--- src/hvr_pkg.sv ---
// hvr_pkg: register map, reset values, timing counts and types for the
// haptic segment-timing and audio-to-vibe configuration block.
// assumes a 10 MHz system clock; all users import the whole package.
`default_nettype none

package hvr_pkg;
  localparam logic [7:0] ADDR_POS_OFF = 8'h0e;
  localparam logic [7:0] ADDR_NEG_OFF = 8'h0f;
  localparam logic [7:0] ADDR_BRK_OFF = 8'h10;
  localparam logic [7:0] ADDR_A2V_CTL = 8'h11;
  localparam logic [7:0] ADDR_IN_FLOOR = 8'h12;
  localparam logic [7:0] ADDR_IN_FULL = 8'h13;
  localparam logic [7:0] ADDR_DRV_FLOOR = 8'h14;

  localparam logic [7:0] RST_OFFSET = 8'h00;
  localparam logic [1:0] RST_PEAK_WIN = 2'h1;
  localparam logic [1:0] RST_LP_SEL = 2'h1;
  localparam logic [7:0] RST_IN_FLOOR = 8'h19;
  localparam logic [7:0] RST_IN_FULL = 8'hff;
  localparam logic [7:0] RST_DRV_FLOOR = 8'h19;

  localparam int CTL_PEAK_LSB = 2;
  localparam int CTL_LP_LSB = 0;
  localparam logic [7:0] CODE_FULL = 8'hff;
  localparam logic [3:0] DIV_STEPS = 4'h8;

  localparam int CLK_KHZ = 10000;
  localparam int STEP_MS = 5;
  localparam int STEP_CYC_DFLT = STEP_MS * CLK_KHZ;
  localparam int PEAK_UNIT_MS = 10;
  localparam int PEAK_UNIT_CYC_DFLT = PEAK_UNIT_MS * CLK_KHZ;
  localparam int CNT_W = 20;

  typedef enum logic [2:0] {SEG_IDLE, SEG_OVERDRIVE, SEG_POS_SUSTAIN, SEG_NEG_SUSTAIN, SEG_BRAKE} hvr_seg_class_t;
endpackage : hvr_pkg

`default_nettype wire

--- src/hvr_cfg_if.sv ---
// hvr_cfg_if: configuration values handed from the register file (drive ceiling from a port) to the
// segment adjuster and the audio-to-vibe shaper; no clock of its own.
`default_nettype none

interface hvr_cfg_if;
  logic signed [7:0] pos_off;
  logic signed [7:0] neg_off;
  logic signed [7:0] brk_off;
  logic [7:0] in_floor;
  logic [7:0] in_full;
  logic [7:0] drv_floor;
  logic [7:0] drv_ceil;
  modport src (output pos_off, neg_off, brk_off, in_floor, in_full, drv_floor, drv_ceil);
  modport seg (input pos_off, neg_off, brk_off);
  modport a2v (input in_floor, in_full, drv_floor, drv_ceil);
endinterface : hvr_cfg_if

`default_nettype wire

--- src/hvr_seg_adjust.sv ---
// hvr_seg_adjust: classifies one library waveform segment and applies the
// signed step offset to its duration, one cycle after seg_start.
// assumes the playback engine supplies the waveform's extreme levels.
`default_nettype none

module hvr_seg_adjust import hvr_pkg::*;
(
  input wire logic mclk, // system clock
  input wire logic rst_b, // sync reset, active low
  hvr_cfg_if.seg cfg, // offsets
  input wire logic seg_start, // segment presented
  input wire logic signed [7:0] seg_level, // segment drive level
  input wire logic [7:0] seg_dur, // stored duration, steps
  input wire logic signed [7:0] wave_max, // highest level of waveform
  input wire logic signed [7:0] wave_min, // lowest level of waveform
  input wire logic closed_loop, // closed-loop operation
  output logic adj_valid, // result pulse
  output hvr_seg_class_t adj_class, // segment kind
  output logic [8:0] adj_steps // adjusted duration, steps
);
  hvr_seg_class_t cls;
  logic signed [7:0] off;
  logic signed [9:0] sum;
  logic valid_nxt;
  hvr_seg_class_t class_nxt;
  logic [8:0] steps_nxt;

  always_comb
  begin
    cls = SEG_IDLE;
    if (seg_level > 0 && seg_level == wave_max)
      cls = SEG_OVERDRIVE;
    else if (seg_level < 0 && seg_level == wave_min)
      cls = SEG_BRAKE;
    else if (seg_level > 0)
      cls = SEG_POS_SUSTAIN;
    else if (seg_level < 0)
      cls = SEG_NEG_SUSTAIN;
    unique case (cls)
      SEG_POS_SUSTAIN: off = cfg.pos_off;
      SEG_NEG_SUSTAIN: off = cfg.neg_off;
      SEG_BRAKE: off = closed_loop ? 8'sh00 : cfg.brk_off;
      default: off = 8'sh00;
    endcase
    sum = $signed({2'b00, seg_dur}) + $signed({{2{off[7]}}, off});
    valid_nxt = seg_start;
    class_nxt = seg_start ? cls : adj_class;
    // negative overrun clamps instead of wrapping to a huge duration
    steps_nxt = seg_start ? ((sum < 0) ? 9'h000 : sum[8:0]) : adj_steps;
  end

  always_ff @(posedge mclk)
  begin
    if (!rst_b)
    begin
      adj_valid <= 1'b0;
      adj_class <= SEG_IDLE;
      adj_steps <= 9'h000;
    end
    else
    begin
      adj_valid <= valid_nxt;
      adj_class <= class_nxt;
      adj_steps <= steps_nxt;
    end
  end

  chk_pos_offset_add: assert property (@(posedge mclk) disable iff (!rst_b)
    seg_start && seg_level > 0 && seg_level != wave_max && !cfg.pos_off[7]
    |=> adj_class == SEG_POS_SUSTAIN && adj_steps == 9'($past(seg_dur)) + 9'($past(cfg.pos_off)))
    else $error("positive sustain offset not added");

  chk_brake_closed: assert property (@(posedge mclk) disable iff (!rst_b)
    seg_start && closed_loop && seg_level < 0 && seg_level == wave_min
    |=> adj_class == SEG_BRAKE && adj_steps == {1'b0, $past(seg_dur)})
    else $error("brake offset applied in closed loop");

  chk_clamp_zero: assert property (@(posedge mclk) disable iff (!rst_b)
    seg_start && seg_level < 0 && seg_level != wave_min
    && $signed({2'b00, seg_dur}) + $signed({{2{cfg.neg_off[7]}}, cfg.neg_off}) < 0
    |=> adj_valid && adj_steps == 9'h000)
    else $error("negative overrun not clamped at zero");
endmodule : hvr_seg_adjust

`default_nettype wire

--- src/hvr_a2v_shape.sv ---
// hvr_a2v_shape: maps one peak code to 0 below the input floor, else to a drive level
// between the floor and the ceiling, scaled against the full-scale input; 8-cycle divider.
// assumes peak codes arrive no faster than one per ten cycles.
`default_nettype none

module hvr_a2v_shape import hvr_pkg::*;
(
  input wire logic mclk, // system clock
  input wire logic rst_b, // sync reset, active low
  hvr_cfg_if.a2v cfg, // input and drive limits
  input wire logic peak_valid, // peak code pulse
  input wire logic [7:0] peak_code, // peak amplitude code
  output logic drive_valid, // drive result pulse
  output logic [7:0] drive // drive level code
);
  typedef enum logic {SH_IDLE, SH_DIV} hvr_sh_state_t;
  hvr_sh_state_t st_r, st_nxt;
  logic [7:0] rem_r, rem_nxt, num_r, num_nxt, q_r, q_nxt, drive_nxt;
  logic [3:0] cnt_r, cnt_nxt;
  logic valid_nxt;
  logic [8:0] trial;
  logic [15:0] prod;

  function automatic logic [7:0] limit(input logic [7:0] q, input logic [7:0] lo, input logic [7:0] hi);
    logic [7:0] v;
    v = (q < lo) ? lo : q;
    limit = (v > hi) ? hi : v;
  endfunction : limit

  always_comb
  begin
    st_nxt = st_r;
    rem_nxt = rem_r;
    num_nxt = num_r;
    q_nxt = q_r;
    cnt_nxt = cnt_r;
    valid_nxt = 1'b0;
    drive_nxt = drive;
    prod = 16'(peak_code * CODE_FULL);
    trial = {rem_r, num_r[7]};
    unique case (st_r)
      SH_IDLE:
        if (peak_valid)
        begin
          if (peak_code < cfg.in_floor)
          begin
            valid_nxt = 1'b1;
            drive_nxt = 8'h00;
          end
          else if (peak_code >= cfg.in_full)
          begin
            valid_nxt = 1'b1;
            drive_nxt = limit(CODE_FULL, cfg.drv_floor, cfg.drv_ceil);
          end
          else
          begin
            // high byte already below divisor, so 8 quotient bits suffice
            rem_nxt = prod[15:8];
            num_nxt = prod[7:0];
            cnt_nxt = DIV_STEPS;
            st_nxt = SH_DIV;
          end
        end
      SH_DIV:
      begin
        num_nxt = {num_r[6:0], 1'b0};
        if (trial >= {1'b0, cfg.in_full})
        begin
          rem_nxt = 8'(trial - {1'b0, cfg.in_full});
          q_nxt = {q_r[6:0], 1'b1};
        end
        else
        begin
          rem_nxt = trial[7:0];
          q_nxt = {q_r[6:0], 1'b0};
        end
        cnt_nxt = cnt_r - 4'h1;
        if (cnt_r == 4'h1)
        begin
          valid_nxt = 1'b1;
          drive_nxt = limit(q_nxt, cfg.drv_floor, cfg.drv_ceil);
          st_nxt = SH_IDLE;
        end
      end
    endcase
  end

  always_ff @(posedge mclk)
  begin
    if (!rst_b)
    begin
      st_r <= SH_IDLE;
      rem_r <= 8'h00;
      num_r <= 8'h00;
      q_r <= 8'h00;
      cnt_r <= 4'h0;
      drive_valid <= 1'b0;
      drive <= 8'h00;
    end
    else
    begin
      st_r <= st_nxt;
      rem_r <= rem_nxt;
      num_r <= num_nxt;
      q_r <= q_nxt;
      cnt_r <= cnt_nxt;
      drive_valid <= valid_nxt;
      drive <= drive_nxt;
    end
  end

  chk_input_ignore: assert property (@(posedge mclk) disable iff (!rst_b)
    st_r == SH_IDLE && peak_valid && peak_code < cfg.in_floor |=> drive_valid && drive == 8'h00)
    else $error("sub-threshold input produced drive");

  chk_fullscale_drive: assert property (@(posedge mclk) disable iff (!rst_b)
    st_r == SH_IDLE && peak_valid && peak_code >= cfg.in_full && peak_code >= cfg.in_floor
    && cfg.drv_floor <= cfg.drv_ceil |=> drive_valid && drive == $past(cfg.drv_ceil))
    else $error("full-scale input not at ceiling");

  chk_drive_floor: assert property (@(posedge mclk) disable iff (!rst_b)
    drive_valid && drive != 8'h00 && cfg.drv_floor <= cfg.drv_ceil |-> drive >= cfg.drv_floor)
    else $error("drive below minimum level");

  chk_drive_ceiling: assert property (@(posedge mclk) disable iff (!rst_b)
    st_r == SH_DIV && cnt_r == 4'h1 |=> drive_valid && drive <= $past(cfg.drv_ceil))
    else $error("drive above maximum level");
endmodule : hvr_a2v_shape

`default_nettype wire

--- src/hvr_timing_a2v_regs.sv ---
// hvr_timing_a2v_regs: segment-timing offset and audio-to-vibe registers of a
// haptic driver, a segment step timer and the audio peak window tracker.
// assumes a byte register port from the serial decoder, one cycle per access.
`default_nettype none

module hvr_timing_a2v_regs import hvr_pkg::*;
#(
  parameter int STEP_CYC = STEP_CYC_DFLT,
  parameter int PEAK_UNIT_CYC = PEAK_UNIT_CYC_DFLT
)
(
  input wire logic mclk, // system clock
  input wire logic rst_b, // sync reset, active low
  input wire logic [7:0] reg_addr, // register address
  input wire logic reg_wr, // write strobe
  input wire logic [7:0] reg_wdata, // write data
  input wire logic reg_rd, // read strobe
  output logic [7:0] reg_rdata, // read data, next cycle
  input wire logic seg_start, // segment presented
  input wire logic signed [7:0] seg_level, // segment drive level
  input wire logic [7:0] seg_dur, // stored duration, steps
  input wire logic signed [7:0] wave_max, // highest level of waveform
  input wire logic signed [7:0] wave_min, // lowest level of waveform
  input wire logic closed_loop, // closed-loop operation
  output logic seg_busy, // segment timing running
  output logic seg_done, // segment end pulse
  output hvr_seg_class_t seg_class, // kind of current segment
  output logic [8:0] seg_steps, // adjusted duration, steps
  input wire logic a2v_mode, // audio-to-vibe active
  input wire logic audio_valid, // audio sample strobe
  input wire logic [7:0] audio_code, // audio amplitude code
  input wire logic [7:0] a2v_drive_ceiling, // drive cap code
  output logic a2v_drive_valid, // drive result pulse
  output logic [7:0] a2v_drive, // drive level code
  output logic [1:0] a2v_peak_window, // peak window select
  output logic [1:0] a2v_lowpass_sel // low-pass corner select
);
  hvr_cfg_if cfg();

  // register file
  logic signed [7:0] pos_off_r, pos_off_nxt, neg_off_r, neg_off_nxt, brk_off_r, brk_off_nxt;
  logic [1:0] peak_win_r, peak_win_nxt, lp_sel_r, lp_sel_nxt;
  logic [7:0] in_floor_r, in_floor_nxt, in_full_r, in_full_nxt, drv_floor_r, drv_floor_nxt;
  logic [7:0] rdata_r, rdata_nxt;

  always_comb
  begin
    pos_off_nxt = pos_off_r;
    neg_off_nxt = neg_off_r;
    brk_off_nxt = brk_off_r;
    peak_win_nxt = peak_win_r;
    lp_sel_nxt = lp_sel_r;
    in_floor_nxt = in_floor_r;
    in_full_nxt = in_full_r;
    drv_floor_nxt = drv_floor_r;
    rdata_nxt = rdata_r;
    if (reg_wr)
    begin
      unique case (reg_addr)
        ADDR_POS_OFF: pos_off_nxt = reg_wdata;
        ADDR_NEG_OFF: neg_off_nxt = reg_wdata;
        ADDR_BRK_OFF: brk_off_nxt = reg_wdata;
        ADDR_A2V_CTL:
        begin
          peak_win_nxt = reg_wdata[CTL_PEAK_LSB +: 2];
          lp_sel_nxt = reg_wdata[CTL_LP_LSB +: 2];
        end
        ADDR_IN_FLOOR: in_floor_nxt = reg_wdata;
        ADDR_IN_FULL: in_full_nxt = reg_wdata;
        ADDR_DRV_FLOOR: drv_floor_nxt = reg_wdata;
        default: ;
      endcase
    end
    if (reg_rd)
    begin
      unique case (reg_addr)
        ADDR_POS_OFF: rdata_nxt = pos_off_r;
        ADDR_NEG_OFF: rdata_nxt = neg_off_r;
        ADDR_BRK_OFF: rdata_nxt = brk_off_r;
        ADDR_A2V_CTL: rdata_nxt = {4'h0, peak_win_r, lp_sel_r};
        ADDR_IN_FLOOR: rdata_nxt = in_floor_r;
        ADDR_IN_FULL: rdata_nxt = in_full_r;
        ADDR_DRV_FLOOR: rdata_nxt = drv_floor_r;
        default: rdata_nxt = 8'h00;
      endcase
    end
  end

  always_ff @(posedge mclk)
  begin
    if (!rst_b)
    begin
      pos_off_r <= RST_OFFSET;
      neg_off_r <= RST_OFFSET;
      brk_off_r <= RST_OFFSET;
      peak_win_r <= RST_PEAK_WIN;
      lp_sel_r <= RST_LP_SEL;
      in_floor_r <= RST_IN_FLOOR;
      in_full_r <= RST_IN_FULL;
      drv_floor_r <= RST_DRV_FLOOR;
      rdata_r <= 8'h00;
    end
    else
    begin
      pos_off_r <= pos_off_nxt;
      neg_off_r <= neg_off_nxt;
      brk_off_r <= brk_off_nxt;
      peak_win_r <= peak_win_nxt;
      lp_sel_r <= lp_sel_nxt;
      in_floor_r <= in_floor_nxt;
      in_full_r <= in_full_nxt;
      drv_floor_r <= drv_floor_nxt;
      rdata_r <= rdata_nxt;
    end
  end

  assign reg_rdata = rdata_r;
  assign a2v_peak_window = peak_win_r;
  assign a2v_lowpass_sel = lp_sel_r;
  assign cfg.pos_off = pos_off_r;
  assign cfg.neg_off = neg_off_r;
  assign cfg.brk_off = brk_off_r;
  assign cfg.in_floor = in_floor_r;
  assign cfg.in_full = in_full_r;
  assign cfg.drv_floor = drv_floor_r;
  assign cfg.drv_ceil = a2v_drive_ceiling;

  // segment step timer
  logic adj_valid;
  hvr_seg_class_t adj_class;
  logic [8:0] adj_steps;

  hvr_seg_adjust u_adjust (
    .mclk(mclk),
    .rst_b(rst_b),
    .cfg(cfg.seg),
    .seg_start(seg_start),
    .seg_level(seg_level),
    .seg_dur(seg_dur),
    .wave_max(wave_max),
    .wave_min(wave_min),
    .closed_loop(closed_loop),
    .adj_valid(adj_valid),
    .adj_class(adj_class),
    .adj_steps(adj_steps)
  );

  localparam logic [CNT_W-1:0] STEP_LAST = CNT_W'(STEP_CYC - 1);
  logic busy_r, busy_nxt, done_r, done_nxt;
  hvr_seg_class_t cls_r, cls_nxt;
  logic [8:0] steps_r, steps_nxt, remain_r, remain_nxt;
  logic [CNT_W-1:0] tick_r, tick_nxt;

  always_comb
  begin
    busy_nxt = busy_r;
    done_nxt = 1'b0;
    cls_nxt = cls_r;
    steps_nxt = steps_r;
    remain_nxt = remain_r;
    tick_nxt = tick_r;
    if (adj_valid)
    begin
      // a new segment aborts any segment still being timed
      cls_nxt = adj_class;
      steps_nxt = adj_steps;
      remain_nxt = adj_steps;
      tick_nxt = STEP_LAST;
      busy_nxt = (adj_steps != 9'h000);
      done_nxt = (adj_steps == 9'h000);
    end
    else if (busy_r)
    begin
      if (tick_r == '0)
      begin
        tick_nxt = STEP_LAST;
        remain_nxt = remain_r - 9'h001;
        if (remain_r == 9'h001)
        begin
          busy_nxt = 1'b0;
          done_nxt = 1'b1;
        end
      end
      else
        tick_nxt = tick_r - CNT_W'(1);
    end
  end

  always_ff @(posedge mclk)
  begin
    if (!rst_b)
    begin
      busy_r <= 1'b0;
      done_r <= 1'b0;
      cls_r <= SEG_IDLE;
      steps_r <= 9'h000;
      remain_r <= 9'h000;
      tick_r <= '0;
    end
    else
    begin
      busy_r <= busy_nxt;
      done_r <= done_nxt;
      cls_r <= cls_nxt;
      steps_r <= steps_nxt;
      remain_r <= remain_nxt;
      tick_r <= tick_nxt;
    end
  end

  assign seg_busy = busy_r;
  assign seg_done = done_r;
  assign seg_class = cls_r;
  assign seg_steps = steps_r;

  // audio peak window
  logic [CNT_W-1:0] win_r, win_nxt, win_last;
  logic [7:0] pk_r, pk_nxt, pk_out_r, pk_out_nxt;
  logic pk_valid_r, pk_valid_nxt;

  always_comb
  begin
    win_last = CNT_W'(PEAK_UNIT_CYC * (int'(peak_win_r) + 1) - 1);
    win_nxt = win_r;
    pk_nxt = pk_r;
    pk_out_nxt = pk_out_r;
    pk_valid_nxt = 1'b0;
    if (!a2v_mode)
    begin
      win_nxt = win_last;
      pk_nxt = 8'h00;
    end
    else
    begin
      if (audio_valid && audio_code > pk_r)
        pk_nxt = audio_code;
      if (win_r == '0)
      begin
        // window length changes take effect at the next window
        win_nxt = win_last;
        pk_valid_nxt = 1'b1;
        pk_out_nxt = pk_nxt;
        pk_nxt = 8'h00;
      end
      else
        win_nxt = win_r - CNT_W'(1);
    end
  end

  always_ff @(posedge mclk)
  begin
    if (!rst_b)
    begin
      win_r <= '0;
      pk_r <= 8'h00;
      pk_out_r <= 8'h00;
      pk_valid_r <= 1'b0;
    end
    else
    begin
      win_r <= win_nxt;
      pk_r <= pk_nxt;
      pk_out_r <= pk_out_nxt;
      pk_valid_r <= pk_valid_nxt;
    end
  end

  hvr_a2v_shape u_shape (
    .mclk(mclk),
    .rst_b(rst_b),
    .cfg(cfg.a2v),
    .peak_valid(pk_valid_r),
    .peak_code(pk_out_r),
    .drive_valid(a2v_drive_valid),
    .drive(a2v_drive)
  );

  // helper: busy cycles of the current segment
  int busy_cyc_r;
  always_ff @(posedge mclk)
  begin
    if (!rst_b || adj_valid)
      busy_cyc_r <= 0;
    else if (busy_r)
      busy_cyc_r <= busy_cyc_r + 1;
  end

  chk_offset_reset: assert property (@(posedge mclk) disable iff (!rst_b)
    !$past(rst_b) |-> pos_off_r == RST_OFFSET && neg_off_r == RST_OFFSET && brk_off_r == RST_OFFSET)
    else $error("offsets not zero after reset");

  chk_ctl_reset: assert property (@(posedge mclk) disable iff (!rst_b)
    !$past(rst_b) |-> a2v_peak_window == RST_PEAK_WIN && a2v_lowpass_sel == RST_LP_SEL
    && in_floor_r == RST_IN_FLOOR && in_full_r == RST_IN_FULL && drv_floor_r == RST_DRV_FLOOR)
    else $error("audio settings wrong after reset");

  chk_seg_length: assert property (@(posedge mclk) disable iff (!rst_b)
    seg_done && $past(busy_r) |-> busy_cyc_r == int'(seg_steps) * STEP_CYC)
    else $error("segment length not steps times step period");

  chk_window_load: assert property (@(posedge mclk) disable iff (!rst_b)
    a2v_mode && win_r == '0 |=> pk_valid_r && win_r == CNT_W'(PEAK_UNIT_CYC * (int'($past(peak_win_r)) + 1) - 1))
    else $error("peak window length wrong");
endmodule : hvr_timing_a2v_regs

`default_nettype wire

--- config.mk ---
export PLATFORM = sky130hd
export DESIGN_NAME = hvr_timing_a2v_regs
export DESIGN_NICKNAME = d
export VERILOG_FILES = /design/src/hvr_pkg.sv /design/src/hvr_cfg_if.sv /design/src/hvr_seg_adjust.sv /design/src/hvr_a2v_shape.sv /design/src/hvr_timing_a2v_regs.sv
export SDC_FILE = /design/constraint.sdc
export NUM_CORES = 1
export LEC_CHECK = 0
export BUFFER_PORTS_ARGS = -buffer_cell sky130_fd_sc_hd__buf_2
export CAP_MARGIN = 5
export CORE_MARGIN = 5
export CORE_UTILIZATION = 25
export CTS_BUF_LIST = sky130_fd_sc_hd__clkbuf_8 sky130_fd_sc_hd__clkbuf_16
export DETAILED_ROUTE_END_ITERATION = 16
export GPL_TIMING_DRIVEN = 0
export PLACE_DENSITY = 0.38
export SYNTH_ARGS = -nofsm -noshare
export SYNTH_HDL_FRONTEND = slang
export SYNTH_SLANG_ARGS = --single-unit
--- constraint.sdc ---
create_clock -name mclk -period 11.3 [get_ports mclk]
set_clock_uncertainty 0.15 [all_clocks]
set_input_delay 2.26 -clock mclk [delete_from_list [all_inputs] [get_ports mclk]]
set_output_delay 2.26 -clock mclk [all_outputs]
set_load 0.005 [all_outputs]
Word-level counts from Yosys, hierarchy flattened
Index checks and enable logic that the tools add are counted.

word-level totals
  register bits after elaboration = 190
  input bits = 72
  output and inout port bits = 35

cells by class
  add/sub/neg operators = 8
  multipliers = 2
  $lt $le $gt $ge = 11
  equal/unequal tests = 19
  mux-type cells = 60
  bitwise operators = 3
  reductions and logical operators = 23

operator list
  kind                     count
  $mux W8                  18
  $mux W20                 3
  $sub A20 B1 Y20 const B  3
  $pmux W8 S7              1
  $pmux W8 S2              3
  $eq A8 B5 Y1 const B     5
  $logic_not A20 Y1        2
  $mux W9                  4
  $mux W16                 2
  $gt A8 B8 Y1             3
  $pmux W8 S3              1
  $reduce_and A2 Y1        10
  $mux W1                  18
  $eq A8 B4 Y1 const B     2
  $eq A8 B8 Y1             2
  $lt A8 B8 Y1             2
  $mul A8 B8 Y16 const B   1
  $mul A12 B3 Y15 const A  1
  $mux W4                  3
  $add A9 B8 Y10           1
  $lt A10 B1 Y1 const B    1
  $eq A9 B1 Y1 const B     1
  $ge A9 B8 Y1             1
  $logic_not A9 Y1         1
  other kinds (24)         37

Depth between registers and ports, before layout
  word-level depth = 10
  gate-level depth with buffers = 17
  gate-level depth less buffers = 16

Modules after synthesis
Synthesis repeated with hierarchy kept, for this count alone.

second synthesis, totals
  cell total of the unflattened synthesis = 1,408
  area total of the unflattened synthesis = 12,593.3 µm²

modules (own cells, without submodules)
  module               times used  cells each  area an instance (µm²)
  hvr_timing_a2v_regs  1           748         6,905.4
  hvr_a2v_shape        1           516         4,474.3
  hvr_seg_adjust       1           144         1,213.7

Worst setup path before layout
Ideal clock, no wire load.

  kind = in2reg
  start = in seg_level[3]
  end = reg u_adjust.adj_steps[3]
  library setup time = 59 ps
  arrival time = 5,270 ps
  path slack = 5,821 ps
  stages on the path = 13
  cell sequence = or4_4 o41a_1 a21boi_4 a22oi_1 nand2_1 ha_1 a211oi_1 o21ai_0 a31oi_1 o21bai_1 xor2_1 o2111a_1 a31o_1

between the ends
  word-level cells in the longest chain between the ends = 10

ends and longest elaborated chain
  what                                                 line                                        RTL
  start: declaration                                   hvr_timing_a2v_regs.sv:20                   input wire logic signed [7:0] seg_level,
  $lt A8 B1 Y1                                         hvr_seg_adjust.sv:33, hvr_seg_adjust.sv:37
  $mux W2                                              hvr_seg_adjust.sv:37                        else if (seg_level < 0)
  $mux W3                                              hvr_seg_adjust.sv:35                        else if (seg_level > 0)
  $mux W3                                              hvr_seg_adjust.sv:33                        else if (seg_level < 0 && seg_level == wave_min)
  $mux W3 *                                            hvr_seg_adjust.sv:31                        if (seg_level > 0 && seg_level == wave_max)
  $eq A3 B3 Y1 / $eq A3 B2 Y1 (equally long branches)  hvr_seg_adjust.sv:39                        unique case (cls)
  $pmux W8 S3 *                                        hvr_seg_adjust.sv:39
  $add A9 B8 Y10 *                                     hvr_seg_adjust.sv:45                        sum = $signed({2'b00, seg_dur}) + $signed({{2{off[7]}}, off});
  $lt A10 B1 Y1                                        hvr_seg_adjust.sv:49                        steps_nxt = seg_start ? ((sum < 0) ? 9'h000 : sum[8:0]) : adj_steps;
  $mux W9 *                                            hvr_seg_adjust.sv:49
  end signal: assignment                               hvr_seg_adjust.sv:64                        adj_steps <= steps_nxt;
  end: declaration                                     hvr_seg_adjust.sv:19                        output logic [8:0] adj_steps

Mark *: on every way between the ends. The rest lies on a longest branch, timed or not.
A chain may end at the register's enable or synchronous reset.

Worst setup path in the final report
Same ends and word-level chain as after synthesis.

==> results.yml <==
grt:
  grt_pass1_wl_um: 61000
  grt_max_degree: 18
  grt.overflow.total: 0
  antenna_found_initial: 0
  grt_pass1_vias: 10600
  gr-usage-all-layers: 0.149
placed_design:
  gp_congestion: 0.814
  hpwl_um: 30400
  io_buffers: 106
  dp.cells: 2134
  placed_cell_area_um2: 13400
final_layout:
  finish.instance_area_um2: 14000
  layout.cells.non_filler: 2164
  diodes: 0
  multiInputGateArea_um2: 7610
  drive_above_1_share: 0.102
  syn2layout_area_growth_pct: 15.7
  fillCellCount: 5189
  nNetsFinal: 1751
  regArea_um2: 3800
logic_synthesis:
  synth_fp_nets: 1624
  synth_edf_count: 0
  ys_ff_latch: 190
  synthFlopType: "dfxtp_1"
  async_flop_share: 0
  syn_inst: 1411
  syn_area_per_cell_um2: 8.55
  ys_warn_count: 0
  ys_types: 66
  syn_area_um2: 12100
  synth-seq-area-share: 0.315
routing:
  dr.first_iter.drc_count: 505
  vias: 10400
  drt-total-wl_um: 38800
  routedWlPerCell_um: 17.9
  ant_nets: 0
  firstDrtPassIters: 6
  viasPerCell: 4.80
  drc: 0
die:
  die-area_um2: 52700
  ios: 107
  design.core.area_um2: 47700
  die_x_um: 230
  fp-row-count: 80
  initial_core_util: 0.253
  die_h_um: 230
critical_path:
  cp.required_ps: 11580
  crit_type: "primary input to flop"
  crit_arrival_ps: 6050
  regToRegStartpoint: "cfg.in_full[5]$_SDFFE_PN1P_"
  critPathLaunch: "seg_level[3]"
  startpoint_type: "primary input"
  worst_setup_path_end_kind: "flop"
  cp_max_fo: 8
power:
  p_leak_nw: 6.11
  powerDensity_nw_per_um2: 107
  ir_worst_vdd_mv: 0.107
  total_power_mw: 1.50
flow_run:
  cap_viol_max_count: 0
clocking:
  clk_path_buf_depth: 2
  cts_setup_buffers: 0
  cts-hold-fix-buffers: 0
  numClockSinks: 190
  cts_tree: "done"
  cts-resized-gates: 0
  cts_inserted_buffers: 17
  cts.clk_slew.worst_paths_ps: 80
  clock_latency_ps: 490
  root_buffer: "clkbuf_16"
  htree_levels: 4
worst_hold_path:
  holdCritStartpoint: "reg_rdata[2]$_SDFFE_PN0P_"
  hp-class: "flop to flop"
sta:
  period_share: 0.511
  rsz0062_at_grt: "false"
  period_minus_slack_ps: 5770
  max_freq_mhz: 173
  hold_viol: 0
  final.setup.tns_ps: 0
  max_slew.worst_pin.slew_ps: 1020
  timing.hold.ws_ps: 318
  slew_headroom: 0.313
  setup_viol: 0
  maxSlewViolCount: 0
outcome:
  outcome: "finished, final reports clean"
-- registers in the layout (all words and copies together), names as in the netlist, 4 cells and up --
signal and cells:
remain_r 9, u_shape.q_r 7, u_shape.drive 8, brk_off_r 8, win_r 20, u_shape.cnt_r 4
cfg.pos_off 8, u_shape.rem_r 8, u_shape.num_r 8, cfg.in_floor 8, pk_r 8, u_adjust.adj_steps 9
reg_rdata 8, seg_steps 9, pk_out_r 8, cfg.neg_off 8, cfg.in_full 8, tick_r 20
cfg.drv_floor 8
-- critical path, stage by stage --
cell and delay (ps):
buf_2 120, or4_4 540, o41a_1 340, a21boi_4 190
a22oi_1 220, nand2_1 150, ha_1 330, a211oi_1 360
o21ai_0 170, a31oi_1 240, o21bai_1 150, xor2_1 560
o2111a_1 310, a31o_1 90
-- cells in the mapped netlist (16+ instances only) --
| library cell | count | area [um2] |
|---|---|---|
| nor2_1 | 123 | 462 |
| xor2_1 | 33 | 289 |
| clkbuf_1 | 48 | 180 |
| xnor2_1 | 48 | 420 |
| a211oi_1 | 21 | 158 |
| nand3_1 | 53 | 265 |
| fa_1 | 32 | 641 |
| a21oi_1 | 116 | 581 |
| ha_1 | 109 | 1360 |
| o21ai_0 | 65 | 325 |
| nand2_1 | 116 | 435 |
| o21a_1 | 16 | 120 |
| inv_1 | 122 | 458 |
| nor3_1 | 31 | 155 |
| dfxtp_1 | 190 | 3800 |
| mux2i_1 | 69 | 691 |
-- stage by stage --
step	util	setup WS [ps]
after floorplan	-	5820
after global placement	0.280	4160
after detailed placement	0.280	5050
after CTS	0.292	5580
after global routing	0.292	5300
final	0.292	5530
-- path summary, 6_finish.rpt --
path / end / slack (ps) / cells past startpoint
max reg2reg: u_shape.drive[0]$_SDFFE_PN0P_ / 5910 / 17
min reg2reg: reg_rdata[2]$_SDFFE_PN0P_ / 320 / 2
max: u_adjust.adj_steps[3]$_SDFFE_PN0P_ / 5530 / 14
min: reg_rdata[2]$_SDFFE_PN0P_ / 320 / 2
-- where the power goes --
| part | internal, mW | leakage (nW) | switching [mW] |
|---|---|---|---|
| clock network | 0.328 | 0.279 | 0.302 |
| logic | 0.0617 | 4.29 | 0.100 |
| registers | 0.686 | 1.54 | 0.0166 |
| total | 1.08 | 6.11 | 0.419 |
-- cell families after synthesis --
kind of cell | share of synthesized area
simple gates | 0.164
compound gates | 0.176
flops | 0.315
buf+inv | 0.0545
fa+ha+maj | 0.166
xor+xnor | 0.0588
mux | 0.0657
-- routing by layer --
layer | vias to the layer above | part of all wire | global-route usage
met1 | 4944 | 0.49 | 0.204
met4 | 0 | 0.017 | 0.0421
met5 | - | 0 | 0
li1 | 5217 | - | -
met2 | 183 | 0.45 | 0.240
met3 | 34 | 0.036 | 0.0270
-- final cells by class --
type | count | area share
Buffer | 53 | 0.0143
Clock buffer | 17 | 0.0305
Clock inverter | 13 | 0.0109
Inverter | 122 | 0.0328
Multi-Input combinational cell | 1046 | 0.545
Sequential cell | 190 | 0.273
Tap cell | 615 | 0.0551
Timing Repair Buffer | 108 | 0.0389
-- cells in the final DEF (no fill, tap or decap), types with 6 or more instances in the layout --
master | synthesis | final
dfxtp_1 | 190 | 190
nor2_1 | 123 | 123
inv_1 | 122 | 122
nand2_1 | 116 | 116
a21oi_1 | 116 | 116
ha_1 | 109 | 109
buf_2 | 0 | 107
mux2i_1 | 69 | 69
o21ai_0 | 65 | 65
nand3_1 | 53 | 53
xnor2_1 | 48 | 48
clkbuf_1 | 48 | 48
xor2_1 | 33 | 33
fa_1 | 32 | 32
nor3_1 | 31 | 31
a211oi_1 | 21 | 21
clkbuf_16 | 0 | 17
o21a_1 | 16 | 16
a21o_1 | 15 | 15
a22oi_1 | 14 | 14
nor4_1 | 14 | 13
or3_1 | 13 | 13
o211ai_1 | 11 | 11
nor2b_1 | 10 | 10
nand4_1 | 9 | 9
and3_1 | 8 | 8
nand2b_1 | 7 | 7
o22ai_1 | 7 | 7
o311ai_0 | 7 | 7
o22a_1 | 7 | 7
or2_2 | 6 | 6
a31oi_1 | 6 | 6
and2_1 | 6 | 6
No activity file was read; power rests on OpenSTA's default activity.
